<file path="src/hdl/qaw_pkg.sv">
// Shared constants, register map and carrier types for the watchdog.
package qaw_pkg;
  localparam int          CLK_NS       = 10;
  localparam int          TICK_NS      = 1000000;
  localparam int          TICK_CYCLES  = TICK_NS / CLK_NS;
  localparam int          PERIOD_BASE  = 8;
  localparam logic [7:0]  ADR_CFG      = 8'h00;
  localparam logic [7:0]  ADR_QUESTION = 8'h04;
  localparam logic [7:0]  ADR_ANSWER   = 8'h08;
  localparam logic [7:0]  ADR_STATUS   = 8'h0c;
  localparam logic [7:0]  ADR_IRQ_STAT = 8'h10;
  localparam logic [7:0]  ADR_IRQ_EN   = 8'h14;
  localparam int          CFG_PS_LSB   = 0;
  localparam int          CFG_OFF_BIT  = 3;
  localparam int          CFG_DBG_BIT  = 4;
  localparam int          CFG_SEL_BIT  = 5;
  localparam int          ST_FC_LSB    = 0;
  localparam int          ST_FSC_LSB   = 2;
  localparam int          ST_SDM_BIT   = 4;
  localparam int          ST_ACT_BIT   = 5;
  localparam int          ST_WIN_BIT   = 6;
  localparam int          IRQ_PO       = 0;
  localparam int          IRQ_FDE      = 1;
  localparam int          IRQ_WAKE     = 2;
  localparam int          IRQ_SERIAL_FAULT_FLAG     = 3;
  localparam int          IRQ_OTHER    = 4;
  localparam logic [4:0]  IRQ_ALWAYS   = 5'h03;
  localparam logic [4:0]  IRQ_WAKEUP   = 5'h05;
  localparam logic [4:0]  IRQ_EN_RST   = 5'h00;
  localparam logic [1:0]  FC_INIT      = 2'h2;
  localparam logic [1:0]  CNT_MAX      = 2'h3;
  localparam logic [1:0]  FSC_RST      = 2'h0;
  localparam logic [7:0]  QUESTION_RST = 8'h5a;
  localparam logic [7:0]  LFSR_TAPS    = 8'hb8;

  typedef enum logic [2:0] {
    MODE_RESET   = 3'b000,
    MODE_STANDBY = 3'b001,
    MODE_NORMAL  = 3'b010,
    MODE_LISTEN  = 3'b011,
    MODE_SLEEP   = 3'b100
  } qaw_mode_e;

  typedef struct packed {
    logic       irq_select;
    logic       debug_enable;
    logic       supervisor_off;
    logic [2:0] period_select;
  } qaw_cfg_s;

  localparam qaw_cfg_s CFG_RST = '{1'b0, 1'b0, 1'b0, 3'h0};
endpackage : qaw_pkg

</file>
<file path="src/hdl/qaw_watchdog.sv">
// Question-and-answer watchdog with interrupt capture and Wishbone access.
//
// Overview of operation
// - Standby: timeout mode, answer any time.
// - Period length comes from period select.
// - Normal/ListenOnly: answer only in second half.
// - Standby supervisor off when no irq pending.
// - New irq or answer write re-activates.
// - Valid: inverse answer, no fault, timely.
// - Invalid: wrong, expired, or early in window.
// - Every trigger restarts timer, new question.
// - Fail counter loads 2 leaving Reset.
// - Invalid trigger increments, saturating at 3.
// - Count 3 without debug enters failsafe increment.
// - Development mode only by boot sequence; supervisor idle.
// - Development mode readable as status bit.
// - Outside development mode debug enable only clears.
// - Answer write ends development mode.
// - Debug enable blocks reset process on failures.
// - Standby/Sleep: receive pin low on selected pending irqs.
// - Enables gate sources except power-on, frame-error.
// - Host clears status bits by writing one.
// - Set beats clear in same cycle.
// - Faulted serial message ignored, raises serial fail.
// - Failsafe counter increments per entry, saturates 3.
//
// Local design decisions: the address map and the Wishbone interface to the registers.
`timescale 1ns/10ps
module qaw_watchdog #(
  parameter int TICK_CYCLES = qaw_pkg::TICK_CYCLES
) (
  input  wire logic        clk_i,
  input  wire logic        rst_i,
  input  wire logic        cyc_i,
  input  wire logic        stb_i,
  input  wire logic        we_i,
  input  wire logic [7:0]  adr_i,
  input  wire logic [3:0]  sel_i,
  input  wire logic [31:0] dat_i,
  output logic      [31:0] dat_o,
  output logic             ack_o,
  input  wire logic [2:0]  dev_mode_i,
  input  wire logic        development_boot_sequence_i,
  input  wire logic        serial_fault_flag_i,
  input  wire logic        power_on_event_i,
  input  wire logic        frame_detect_error_event_i,
  input  wire logic        wake_event_i,
  input  wire logic        other_event_i,
  input  wire logic        can_rx_i,
  output logic             rxd_o,
  output logic             failsafe_increment_state_o
);
  qaw_pkg::qaw_cfg_s cfg_ff;
  qaw_pkg::qaw_mode_e mode;
  logic [2:0]  mode_prev_ff;
  logic [7:0]  question_ff;
  logic [1:0]  fc_ff;
  logic [1:0]  fsc_ff;
  logic        sdm_ff;
  logic [4:0]  irq_stat_ff;
  logic [4:0]  irq_en_ff;
  logic        ack_ff;
  logic [31:0] rdat_ff;
  logic [31:0] tick_cnt_ff;
  logic [10:0] timer_ff;
  logic        fs_ff;

  function automatic logic [10:0] period_ticks(input logic [2:0] ps);
    period_ticks = 11'(qaw_pkg::PERIOD_BASE) << ps;
  endfunction : period_ticks

  function automatic logic [1:0] sat_inc(input logic [1:0] v);
    sat_inc = (v == qaw_pkg::CNT_MAX) ? v : v + 2'h1;
  endfunction : sat_inc

  assign mode = qaw_pkg::qaw_mode_e'(dev_mode_i);

  // Bus decode. A write lands at the same edge that raises ack.
  wire acc      = cyc_i & stb_i & ~ack_ff;
  wire wr       = acc & we_i & sel_i[0];
  wire hit_cfg  = adr_i == qaw_pkg::ADR_CFG;
  wire hit_ans  = adr_i == qaw_pkg::ADR_ANSWER;
  wire hit_stat = adr_i == qaw_pkg::ADR_IRQ_STAT;
  wire hit_en   = adr_i == qaw_pkg::ADR_IRQ_EN;
  wire fault    = wr & serial_fault_flag_i;
  wire wr_ok    = wr & ~serial_fault_flag_i;

  wire leave_reset = (mode_prev_ff == 3'(qaw_pkg::MODE_RESET)) &&
                     (mode != qaw_pkg::MODE_RESET);
  wire standby  = mode == qaw_pkg::MODE_STANDBY;
  wire win_mode = (mode == qaw_pkg::MODE_NORMAL) ||
                  (mode == qaw_pkg::MODE_LISTEN);
  wire sleepish = standby || (mode == qaw_pkg::MODE_SLEEP);
  wire active   = (standby || win_mode) && !sdm_ff &&
                  !cfg_ff.supervisor_off;

  // Interrupt capture.
  wire [4:0] en_eff  = irq_en_ff | qaw_pkg::IRQ_ALWAYS;
  wire [4:0] raw_ev  = {other_event_i, fault, wake_event_i,
                        frame_detect_error_event_i, power_on_event_i};
  wire [4:0] irq_set = raw_ev & en_eff;
  wire [4:0] irq_clr = (wr_ok && hit_stat) ? dat_i[4:0] : 5'h00;
  wire       pending = |irq_stat_ff;
  wire       new_irq = |(irq_set & ~irq_stat_ff);

  // Trigger evaluation.
  wire [10:0] period  = period_ticks(cfg_ff.period_select);
  wire        early   = win_mode && (timer_ff < (period >> 1));
  wire        ans_wr  = wr_ok && hit_ans;
  wire        ans_ok  = dat_i[7:0] == ~question_ff;
  wire        tick    = tick_cnt_ff == 32'(TICK_CYCLES - 1);
  wire        expire  = active && tick && (timer_ff == period - 11'h1);
  wire        ans_act = ans_wr && (standby || win_mode);
  wire        valid   = ans_act && ans_ok && !early;
  wire        invalid = expire || (ans_act && !(ans_ok && !early));
  wire        trigger = valid || invalid;
  wire [1:0]  fc_inc  = sat_inc(fc_ff);
  wire        fs_hit  = invalid && (fc_inc == qaw_pkg::CNT_MAX) &&
                        !cfg_ff.debug_enable;

  wire [7:0] q_next = {question_ff[6:0], ^(question_ff &
                       qaw_pkg::LFSR_TAPS)};

  // Debug enable may be set only inside development mode.
  wire dbg_next = sdm_ff ? dat_i[qaw_pkg::CFG_DBG_BIT]
                         : cfg_ff.debug_enable &
                           dat_i[qaw_pkg::CFG_DBG_BIT];
  wire off_req  = dat_i[qaw_pkg::CFG_OFF_BIT] && standby &&
                  !pending;

  wire [7:0] status = {1'b0, win_mode, active, sdm_ff, fsc_ff, fc_ff};
  wire [7:0] cfg_rd = {2'b00, cfg_ff};
  wire [7:0] rd_mux =
    (adr_i == qaw_pkg::ADR_CFG)      ? cfg_rd :
    (adr_i == qaw_pkg::ADR_QUESTION) ? question_ff :
    (adr_i == qaw_pkg::ADR_STATUS)   ? status :
    (adr_i == qaw_pkg::ADR_IRQ_STAT) ? {3'b000, irq_stat_ff} :
    (adr_i == qaw_pkg::ADR_IRQ_EN)   ? {3'b000, irq_en_ff} : 8'h00;

  always_ff @(posedge clk_i)
  begin
    if (rst_i)
    begin
      ack_ff  <= 1'b0;
      rdat_ff <= 32'h0000_0000;
    end
    else
    begin
      ack_ff  <= acc;
      rdat_ff <= acc ? {24'h00_0000, rd_mux} : 32'h0000_0000;
    end
  end

  assign ack_o = ack_ff;
  assign dat_o = rdat_ff;

  always_ff @(posedge clk_i)
  begin
    if (rst_i)
    begin
      cfg_ff <= qaw_pkg::CFG_RST;
    end
    else
    begin
      if (wr_ok && hit_cfg)
      begin
        cfg_ff.period_select <= dat_i[qaw_pkg::CFG_PS_LSB +: 3];
        cfg_ff.irq_select    <= dat_i[qaw_pkg::CFG_SEL_BIT];
        cfg_ff.debug_enable  <= dbg_next;
      end
      else if (!sdm_ff)
      begin
        cfg_ff.debug_enable <= 1'b0;
      end
      if (new_irq || ans_wr)
        cfg_ff.supervisor_off <= 1'b0;
      else if (wr_ok && hit_cfg)
        cfg_ff.supervisor_off <= off_req | (cfg_ff.supervisor_off &
                                 dat_i[qaw_pkg::CFG_OFF_BIT]);
      else if (!standby)
        cfg_ff.supervisor_off <= 1'b0;
    end
  end

  always_ff @(posedge clk_i)
  begin
    if (rst_i)
    begin
      sdm_ff <= 1'b0;
    end
    else if (ans_wr)
    begin
      sdm_ff <= 1'b0;
    end
    else if (development_boot_sequence_i)
    begin
      sdm_ff <= 1'b1;
    end
  end

  always_ff @(posedge clk_i)
  begin
    if (rst_i)
    begin
      irq_stat_ff <= 5'h00;
      irq_en_ff   <= qaw_pkg::IRQ_EN_RST;
    end
    else
    begin
      irq_stat_ff <= (irq_stat_ff & ~irq_clr) | irq_set;
      if (wr_ok && hit_en)
        irq_en_ff <= dat_i[4:0] & ~qaw_pkg::IRQ_ALWAYS;
    end
  end

  // The tick divider free-runs; the period timer restarts on triggers.
  always_ff @(posedge clk_i)
  begin
    if (rst_i || tick)
      tick_cnt_ff <= 32'h0000_0000;
    else
      tick_cnt_ff <= tick_cnt_ff + 32'h1;
  end

  always_ff @(posedge clk_i)
  begin
    if (rst_i || trigger || !active || leave_reset)
      timer_ff <= 11'h000;
    else if (tick)
      timer_ff <= timer_ff + 11'h1;
  end

  always_ff @(posedge clk_i)
  begin
    if (rst_i)
    begin
      mode_prev_ff <= 3'(qaw_pkg::MODE_RESET);
      question_ff  <= qaw_pkg::QUESTION_RST;
      fc_ff        <= qaw_pkg::FC_INIT;
      fsc_ff       <= qaw_pkg::FSC_RST;
      fs_ff        <= 1'b0;
    end
    else
    begin
      mode_prev_ff <= dev_mode_i;
      fs_ff        <= fs_hit;
      if (trigger || leave_reset)
        question_ff <= q_next;
      if (leave_reset)
        fc_ff <= qaw_pkg::FC_INIT;
      else if (invalid)
        fc_ff <= fc_inc;
      if (fs_hit)
        fsc_ff <= sat_inc(fsc_ff);
    end
  end

  assign failsafe_increment_state_o = fs_ff;

  // In Normal or ListenOnly the pin carries bus data instead.
  wire [4:0] rxd_mask = cfg_ff.irq_select ? 5'h1f : qaw_pkg::IRQ_WAKEUP;
  assign rxd_o = sleepish ? ~|(irq_stat_ff & rxd_mask) : can_rx_i;
endmodule : qaw_watchdog

</file>
<file path="config.mk">
export PLATFORM = sky130hd
export DESIGN_NAME = qaw_watchdog
export DESIGN_NICKNAME = d
export VERILOG_FILES = /design/src/hdl/qaw_pkg.sv /design/src/hdl/qaw_watchdog.sv
export SDC_FILE = /design/constraint.sdc
export NUM_CORES = 1
export LEC_CHECK = 0
export BUFFER_PORTS_ARGS = -buffer_cell sky130_fd_sc_hd__buf_2
export CAP_MARGIN = 0
export CORE_AREA = 5 5 121 123
export CTS_BUF_LIST = sky130_fd_sc_hd__clkbuf_16
export CTS_CLUSTER_SIZE = 30
export DETAILED_ROUTE_END_ITERATION = 7
export DIE_AREA = 0 0 126 128
export HOLD_SLACK_MARGIN = 0.02
export SLEW_MARGIN = 20
export SYNTH_ARGS = -nofsm -noshare
export SYNTH_HDL_FRONTEND = slang
export SYNTH_SLANG_ARGS = --single-unit
</file>
<file path="constraint.sdc">
create_clock -name clk_i -period 4.4 [get_ports clk_i]
set_input_delay 0.22 -clock clk_i [delete_from_list [all_inputs] [get_ports clk_i]]
set_output_delay 0.22 -clock clk_i [all_outputs]
set_load 0.03 [all_outputs]
</file>
==> results.cfg, run 1 <==
[cts]
cts_sinks = 83
htree_levels = 3
root_buffer = clkbuf_16
clk_pin_slew_ns = 0.06
clk_latency_ns = 0.33
cts_hold_buf = 0
cts_buffer_depth = 2
post_cts_buffers = 0
cts_resized = 0
cts_tree = built
cts-buffers-inserted = 9

[power_and_ir_drop]
powerDensity_mw_per_mm2 = 342
ir_drop_mv = 0.198
power_leakage_nw = 1.99

[placement]
place_hpwl_um = 7960
gp_congestion = 0.851
portBuffers = 42
dpl_cell_area_mm2 = 0.00486

[synth]
ys_types = 58
synth_edf_count = 0
synth_area_mm2 = 0.00461
synth_area_leader_cell = dfxtp_1
syn_avg_cell_area_um2 = 8.31
syn_inst = 555
ys_warn_count = 0
ys_seq_elements = 83
synthTopCellsByArea = dfxtp_1 (36%), nor2_1 (6.2%), xor2_1 (4.9%)
async_reset_ff_share_pct = 0
synthDominantCellAreaShare_pct = 36.0
yosysSeqAreaShare_pct = 36.0
ys.flop_type = dfxtp_1

[setup_path]
crit_path_end_kind = flop
criticalPathCategory = reg2reg
worstPathCellList = nand3b_1 -> ha_1 -> a21o_1 -> a2111oi_0 -> o2111a_1 -> nor2_1 -> o32ai_2 -> mux2_1
critPathMaxStageDelay_ns = 0.73
cp_max_fo = 19
worstPathRequired_ns = 4.62
cp.arrival_ns = 3.38
start_kind = flop
cp_slowest_cell = a2111oi_0

[grt]
grt.overflow.total = 0
grt_max_degree = 41
antenna_found_initial = 0
grt_pass1_vias = 3653
grt_pass1_wl_um = 17800
track_usage_pct = 13.3

[timing]
skew_ns = 0.00633
setup_viol = 0
drv_slew = 0
worst_pin_slew_ns = 0.884
finalHoldViolCount = 0
slew_headroom_pct = 40.5
period_minus_slack_ns = 3.16
max_freq_ghz = 0.317
tns_ns = 0
fin_crit_sh_pct = 71.8
rsz0062_at_grt = false

[die]
die-area_mm2 = 0.0161
die_x_um = 126
ios = 94
core_mm2 = 0.0136
start_util_pct = 34.0
rows = 43
chipHeight_um = 128

[routing]
firstDrtPassIters = 5
via_per_inst = 5.11
drc = 0
drt-total-wl_um = 10800
postRouteAntennaNets = 0
drt_iter0_drc = 230
wl_per_cell_um = 14.0
num_vias = 3928

[final_layout]
diodes = 0
final_nets = 654
syn_to_final_growth_pct = 12.7
post-route-util_pct = 38.4
drive_above_1_share_pct = 11.5
final_cell_area_mm2 = 0.00520

[run_status]
outcome = finished, final reports clean

[flow_run]
cap_violations = 0

[min_path]
min_path_type = in2reg
## logic make-up after synthesis
kind of cell             synth area share [%]
AND/OR/NAND/NOR                          29.5
multiplexers                             5.83
other                                  0.0813
buffers and inverters                    7.24
AO/OA/AOI/OAI                            8.87
flip-flops                               36.0
adder cells (fa/ha/maj)                  2.98
XOR/XNOR                                 9.49
## where the power goes
| group | internal (mW) | switching [mW] | total (mW) |
|---|---|---|---|
| Combinational | 0.0494 | 0.0917 | 0.141 |
| Sequential | 0.767 | 0.0172 | 0.784 |
| Clock | 0.554 | 0.299 | 0.853 |
## registers in the layout (all words and copies together) (netlist names)
register                    count
timer_ff                       11
fsc_ff                          2
irq_stat_ff                     5
tick_cnt_ff                    32
dat_o                           8
question_ff                     8
failsafe_increment_state_o      1
sdm_ff                          1
mode_prev_ff                    3
fc_ff                           2
cfg_ff                          6
ack_o                           1
irq_en_ff                       3
## cell usage after synthesis, types with 3 or more instances
master    instances
nor3_1           27
clkbuf_1         22
nand2_1          39
and2_1            3
nor3b_1           3
nand3b_1          4
nand2b_1         11
o21a_1            3
buf_4            24
and3_1            8
nor4_1           20
a31oi_1           4
a22oi_1           5
a21oi_1          18
mux2i_1          22
o211ai_1          3
o22ai_1           4
nand3_1          16
ha_1             11
xor2_1           26
o21ai_0           7
and4_1            4
nor2_1           76
xnor2_1          24
nand4_1          18
inv_1            16
dfxtp_1          83
nor2b_1          11
or3_1             6
## stage by stage
stage / hold WS, ns / power (mW) / setup slack (ns) / std cells
final: 0.108 / 1.78 / 1.24 / 769
after global routing: 0.100 / 1.85 / 1.09 / 769
after CTS: 0.0874 / 1.81 / 1.21 / 769
after detailed placement: 0.439 / 0.940 / 1.26 / 753
after global placement: 0.422 / 0.938 / 1.33 / 753
after floorplan: 0.330 / 0.917 / 1.66 / 578
## path summary, 6_finish.rpt
path	startpoint	end	slack [ns]	depth (start not counted)
hold / removal	development_boot_sequence_i	sdm_ff$_SDFFE_PP0P_	0.11	2
setup reg to reg	cfg_ff[1]$_SDFFE_PP0P_	fsc_ff[0]$_SDFFE_PP0P_	1.24	8
hold reg to reg	tick_cnt_ff[0]$_SDFF_PP0_	tick_cnt_ff[0]$_SDFF_PP0_	0.44	1
setup / recovery	cfg_ff[1]$_SDFFE_PP0P_	fsc_ff[0]$_SDFFE_PP0P_	1.24	8
## metal layers
layer	GRT usage (%)	vias to the layer above	share of wire, %
li1	-	1966	-
met1	17.0	1819	45
met2	22.0	123	46
met3	3.42	20	6.9
met4	4.16	0	2.0
met5	0	-	0
## worst max-delay path, delay by kind of cell, from the launching register on
family | cells | cell delay [ns]
AOI/OAI and AO/OA | 4 | 1.41
adders and majority gates | 1 | 0.33
DFF | 1 | 0.69
muxes | 1 | 0.36
and+or+nand+nor | 2 | 0.25
## placed cells by master (no fill, tap or decap), types with 4 or more instances in the layout
cell	n
o21ai_0	7
a21oi_1	18
nand3_1	16
and3_1	8
or3_1	6
nor3_1	27
nand2_1	39
dfxtp_1	83
inv_1	17
nand2b_1	11
ha_1	11
nor2b_1	11
o22ai_1	4
conb_1	24
and4_1	4
nor4_1	20
xor2_1	26
nand3b_1	4
xnor2_1	24
nand4_1	18
clkbuf_16	9
a31oi_1	4
buf_2	42
nor2_1	76
mux2i_1	22
a22oi_1	5
## cell type report
class	instances	area (um2)
timing repair buffer	42	210
tap	180	225
inverter	16	60.1
fill	1396	8360
clock inverter	7	115
sequential	83	1660
clock buffer	9	225
multi-input combinational	432	2710
No activity file was read; power rests on OpenSTA's default activity.
==> inputs of run 2 (changes only) <==
ABC_AREA = 1   (was unset)
CORE_AREA = 5 5 126 128   (was 5 5 121 123)
DIE_AREA = 0 0 131 133   (was 0 0 126 128)
clock period = 2.7 ns   (was 4.4 ns; I/O delays follow)
==> results.cfg, run 2 <==
[run_status]
outcome = finished, final reports clean

[placement]
portBuffers = 42
post-place-ws_ns = 0.575
place_hpwl_um = 9490
place_inst = 974
dpl_cell_area_mm2 = 0.00532
gp_congestion = 0.874

[routing]
wl_per_cell_um = 12.2
drc = 0
num_vias = 4621
postRouteAntennaNets = 0
via_per_inst = 4.67
drt-total-wl_um = 12100
drt_iter0_drc = 278
firstDrtPassIters = 5

[setup_path]
worstPathCellList = inv_1 -> nand3_1 -> ha_1 -> nand2_1 -> nand2_1 -> nand2_1 -> nand2_1 -> nand2_1 -> nand3_1 -> nand2_1 -> nand2_1 -> nand2_4 -> nand3_2 -> nand2_1 -> nand2_1 -> nor2_1
criticalPathCategory = reg2reg
cp_max_fo = 12
start_kind = flop
critPathTopFamily = simple AND/OR/NAND/NOR gates
crit_top_cell = nand2_1
worstPathRequired_ns = 2.99
cp.buffers_inverters = 1
cp.arrival_ns = 2.38
crit_path_end_kind = flop
r2r_start = cfg_ff[2]$_SDFFE_PP0P_
cp_slowest_cell = dfxtp_1
startpoint = cfg_ff[2]$_SDFFE_PP0P_
critPathMaxStageDelay_ns = 0.56

[cts]
cts_sinks = 83
cts_hold_buf = 0
clk_pin_slew_ns = 0.06
post_cts_buffers = 0
cts_tree = built
cts_resized = 0
clk_latency_ns = 0.35
root_buffer = clkbuf_16
htree_levels = 3
cts-buffers-inserted = 9
cts_buffer_depth = 2

[grt]
grt_pass1_wl_um = 20500
track_usage_pct = 14.4
grt.overflow.total = 0
grt_max_degree = 28
antenna_found_initial = 0
grt_pass1_vias = 4262

[timing]
fin_crit_sh_pct = 77.5
period_minus_slack_ns = 2.09
max_freq_ghz = 0.478
drv_slew = 0
worst_slack_ns = 0.607
skew_ns = 0.0111
rsz0062_at_grt = false
finalHoldViolCount = 0
tns_ns = 0
setup_viol = 0

[min_path]
min_path_type = in2reg
hp-start = dev_mode_i[0]

[final_layout]
reg_top3 = tick_cnt_ff: 32 flops, timer_ff: 11 flops
largest_reg_flops = 32
final_nets = 867
drive_above_1_share_pct = 13.2
multi_input_area_mm2 = 0.00279
final_cell_area_mm2 = 0.00559
syn_to_final_growth_pct = 11.3
final_common_cell = nand2_1
diodes = 0
n_fill_cell = 1593
layout_common_cells = nand2_1 (176), inv_1 (105), nor2_1 (92)
final_cells = 990
largest_register = tick_cnt_ff
seqCellArea_mm2 = 0.00166

[die]
ios = 94
core_mm2 = 0.0148
die_x_um = 131
die-area_mm2 = 0.0174
start_util_pct = 34.0
rows = 45
chipHeight_um = 133

[synth]
ys_warn_count = 0
synth_area_leader_cell = dfxtp_1
ys.flop_type = dfxtp_1
async_reset_ff_share_pct = 0
synth_edf_count = 0
ys_seq_elements = 83
ys_types = 45
syn_inst = 752
synth_top_family_by_area = simple AND/OR/NAND/NOR gates
synth_common_cells = nand2_1 (176), inv_1 (104), nor2_1 (92), dfxtp_1 (83), nand3_1 (48)
synth-adder-area-share_pct = 2.74
synthMuxAreaShare_pct = 0
yosysSeqAreaShare_pct = 33.1
synth_compound_area_share_pct = 10.0
synthTopCellsByArea = dfxtp_1 (33%), nand2_1 (13%), inv_1 (7.8%)
syn_avg_cell_area_um2 = 6.67
synthDominantCellAreaShare_pct = 33.1
synth_most_common_cell = nand2_1
synth_area_mm2 = 0.00502
synth-simple-area-share_pct = 38.2
synth-xor-area-share_pct = 2.79

[flow_run]
cap_violations = 0

[power_and_ir_drop]
power_leakage_nw = 2.41
powerDensity_mw_per_mm2 = 468
ir_drop_mv = 0.310
[run 2: cell types whose count changed after synthesis, moves of 11 or more]
cell | before | now
nor4_1 | 20 | 7
o21ai_0 | 7 | 23
nand2_1 | 39 | 176
nor2_1 | 76 | 92
clkbuf_1 | 22 | 2
xor2_1 | 26 | 11
inv_1 | 16 | 104
xnor2_1 | 24 | 5
nand2b_1 | 11 | 0
a21oi_1 | 18 | 44
mux2i_1 | 22 | 0
nand3_1 | 16 | 48
nor2b_1 | 11 | 0
[run 2: tightest hold or removal path, stage by stage]
cell    delay [ns]
buf_2         0.09
inv_1         0.05
nor2_1        0.07
[run 2: worst paths after layout]
kind / end / slack (ns) / depth (start not counted)
worst max-delay path: fsc_ff[1]$_SDFFE_PP0P_ / 0.61 / 16
worst min-delay path: mode_prev_ff[0]$_SDFF_PP0_ / 0.04 / 3
worst max register to register: fsc_ff[1]$_SDFFE_PP0P_ / 0.61 / 16
worst min register to register: tick_cnt_ff[0]$_SDFF_PP0_ / 0.45 / 1
[run 2: where the power goes]
part	switching (mW)	internal, mW	leakage [nW]
clock	0.504	0.610	0.129
combinational	0.157	0.0696	1.61
sequential	0.0265	1.25	0.673
[run 2: cells by family after synthesis]
logic type / count (synthesis)
and+or+nand+nor: 408
buffers and inverters: 144
AOI/OAI and AO/OA: 89
DFF: 83
xor gates and xnor gates: 16
adders and majority gates: 11
other: 1
[run 2: cell type report]
class                   instances  area share [%]
multi-input cells             548            49.9
flip-flops and latches         83            29.7
inverters                     112            7.57
well taps                     188            4.21
clock buffers                   9            4.03
repair buffers                 43            3.90
clock inverters                 7           0.650
[run 2: layer usage]
metal / share of wire, % / wire (um) / GRT usage (%)
met3: 4.5 / 545 / 3.75
met5: 0 / 0 / 0
met2: 46 / 5590 / 22.4
met4: 1.3 / 160 / 3.83
met1: 48 / 5820 / 19.7
[run 2: metrics by stage]
stage / hold slack, ns / util [%] / power (mW)
2_1_floorplan: 0.258 / - / 1.49
3_3_place_gp: 0.375 / 36.1 / 1.53
3_5_place_dp: 0.389 / 36.1 / 1.53
4_1_cts: 0.0251 / 37.9 / 2.65
5_1_grt: 0.0443 / 37.9 / 2.73
6_report: 0.0369 / 37.9 / 2.61
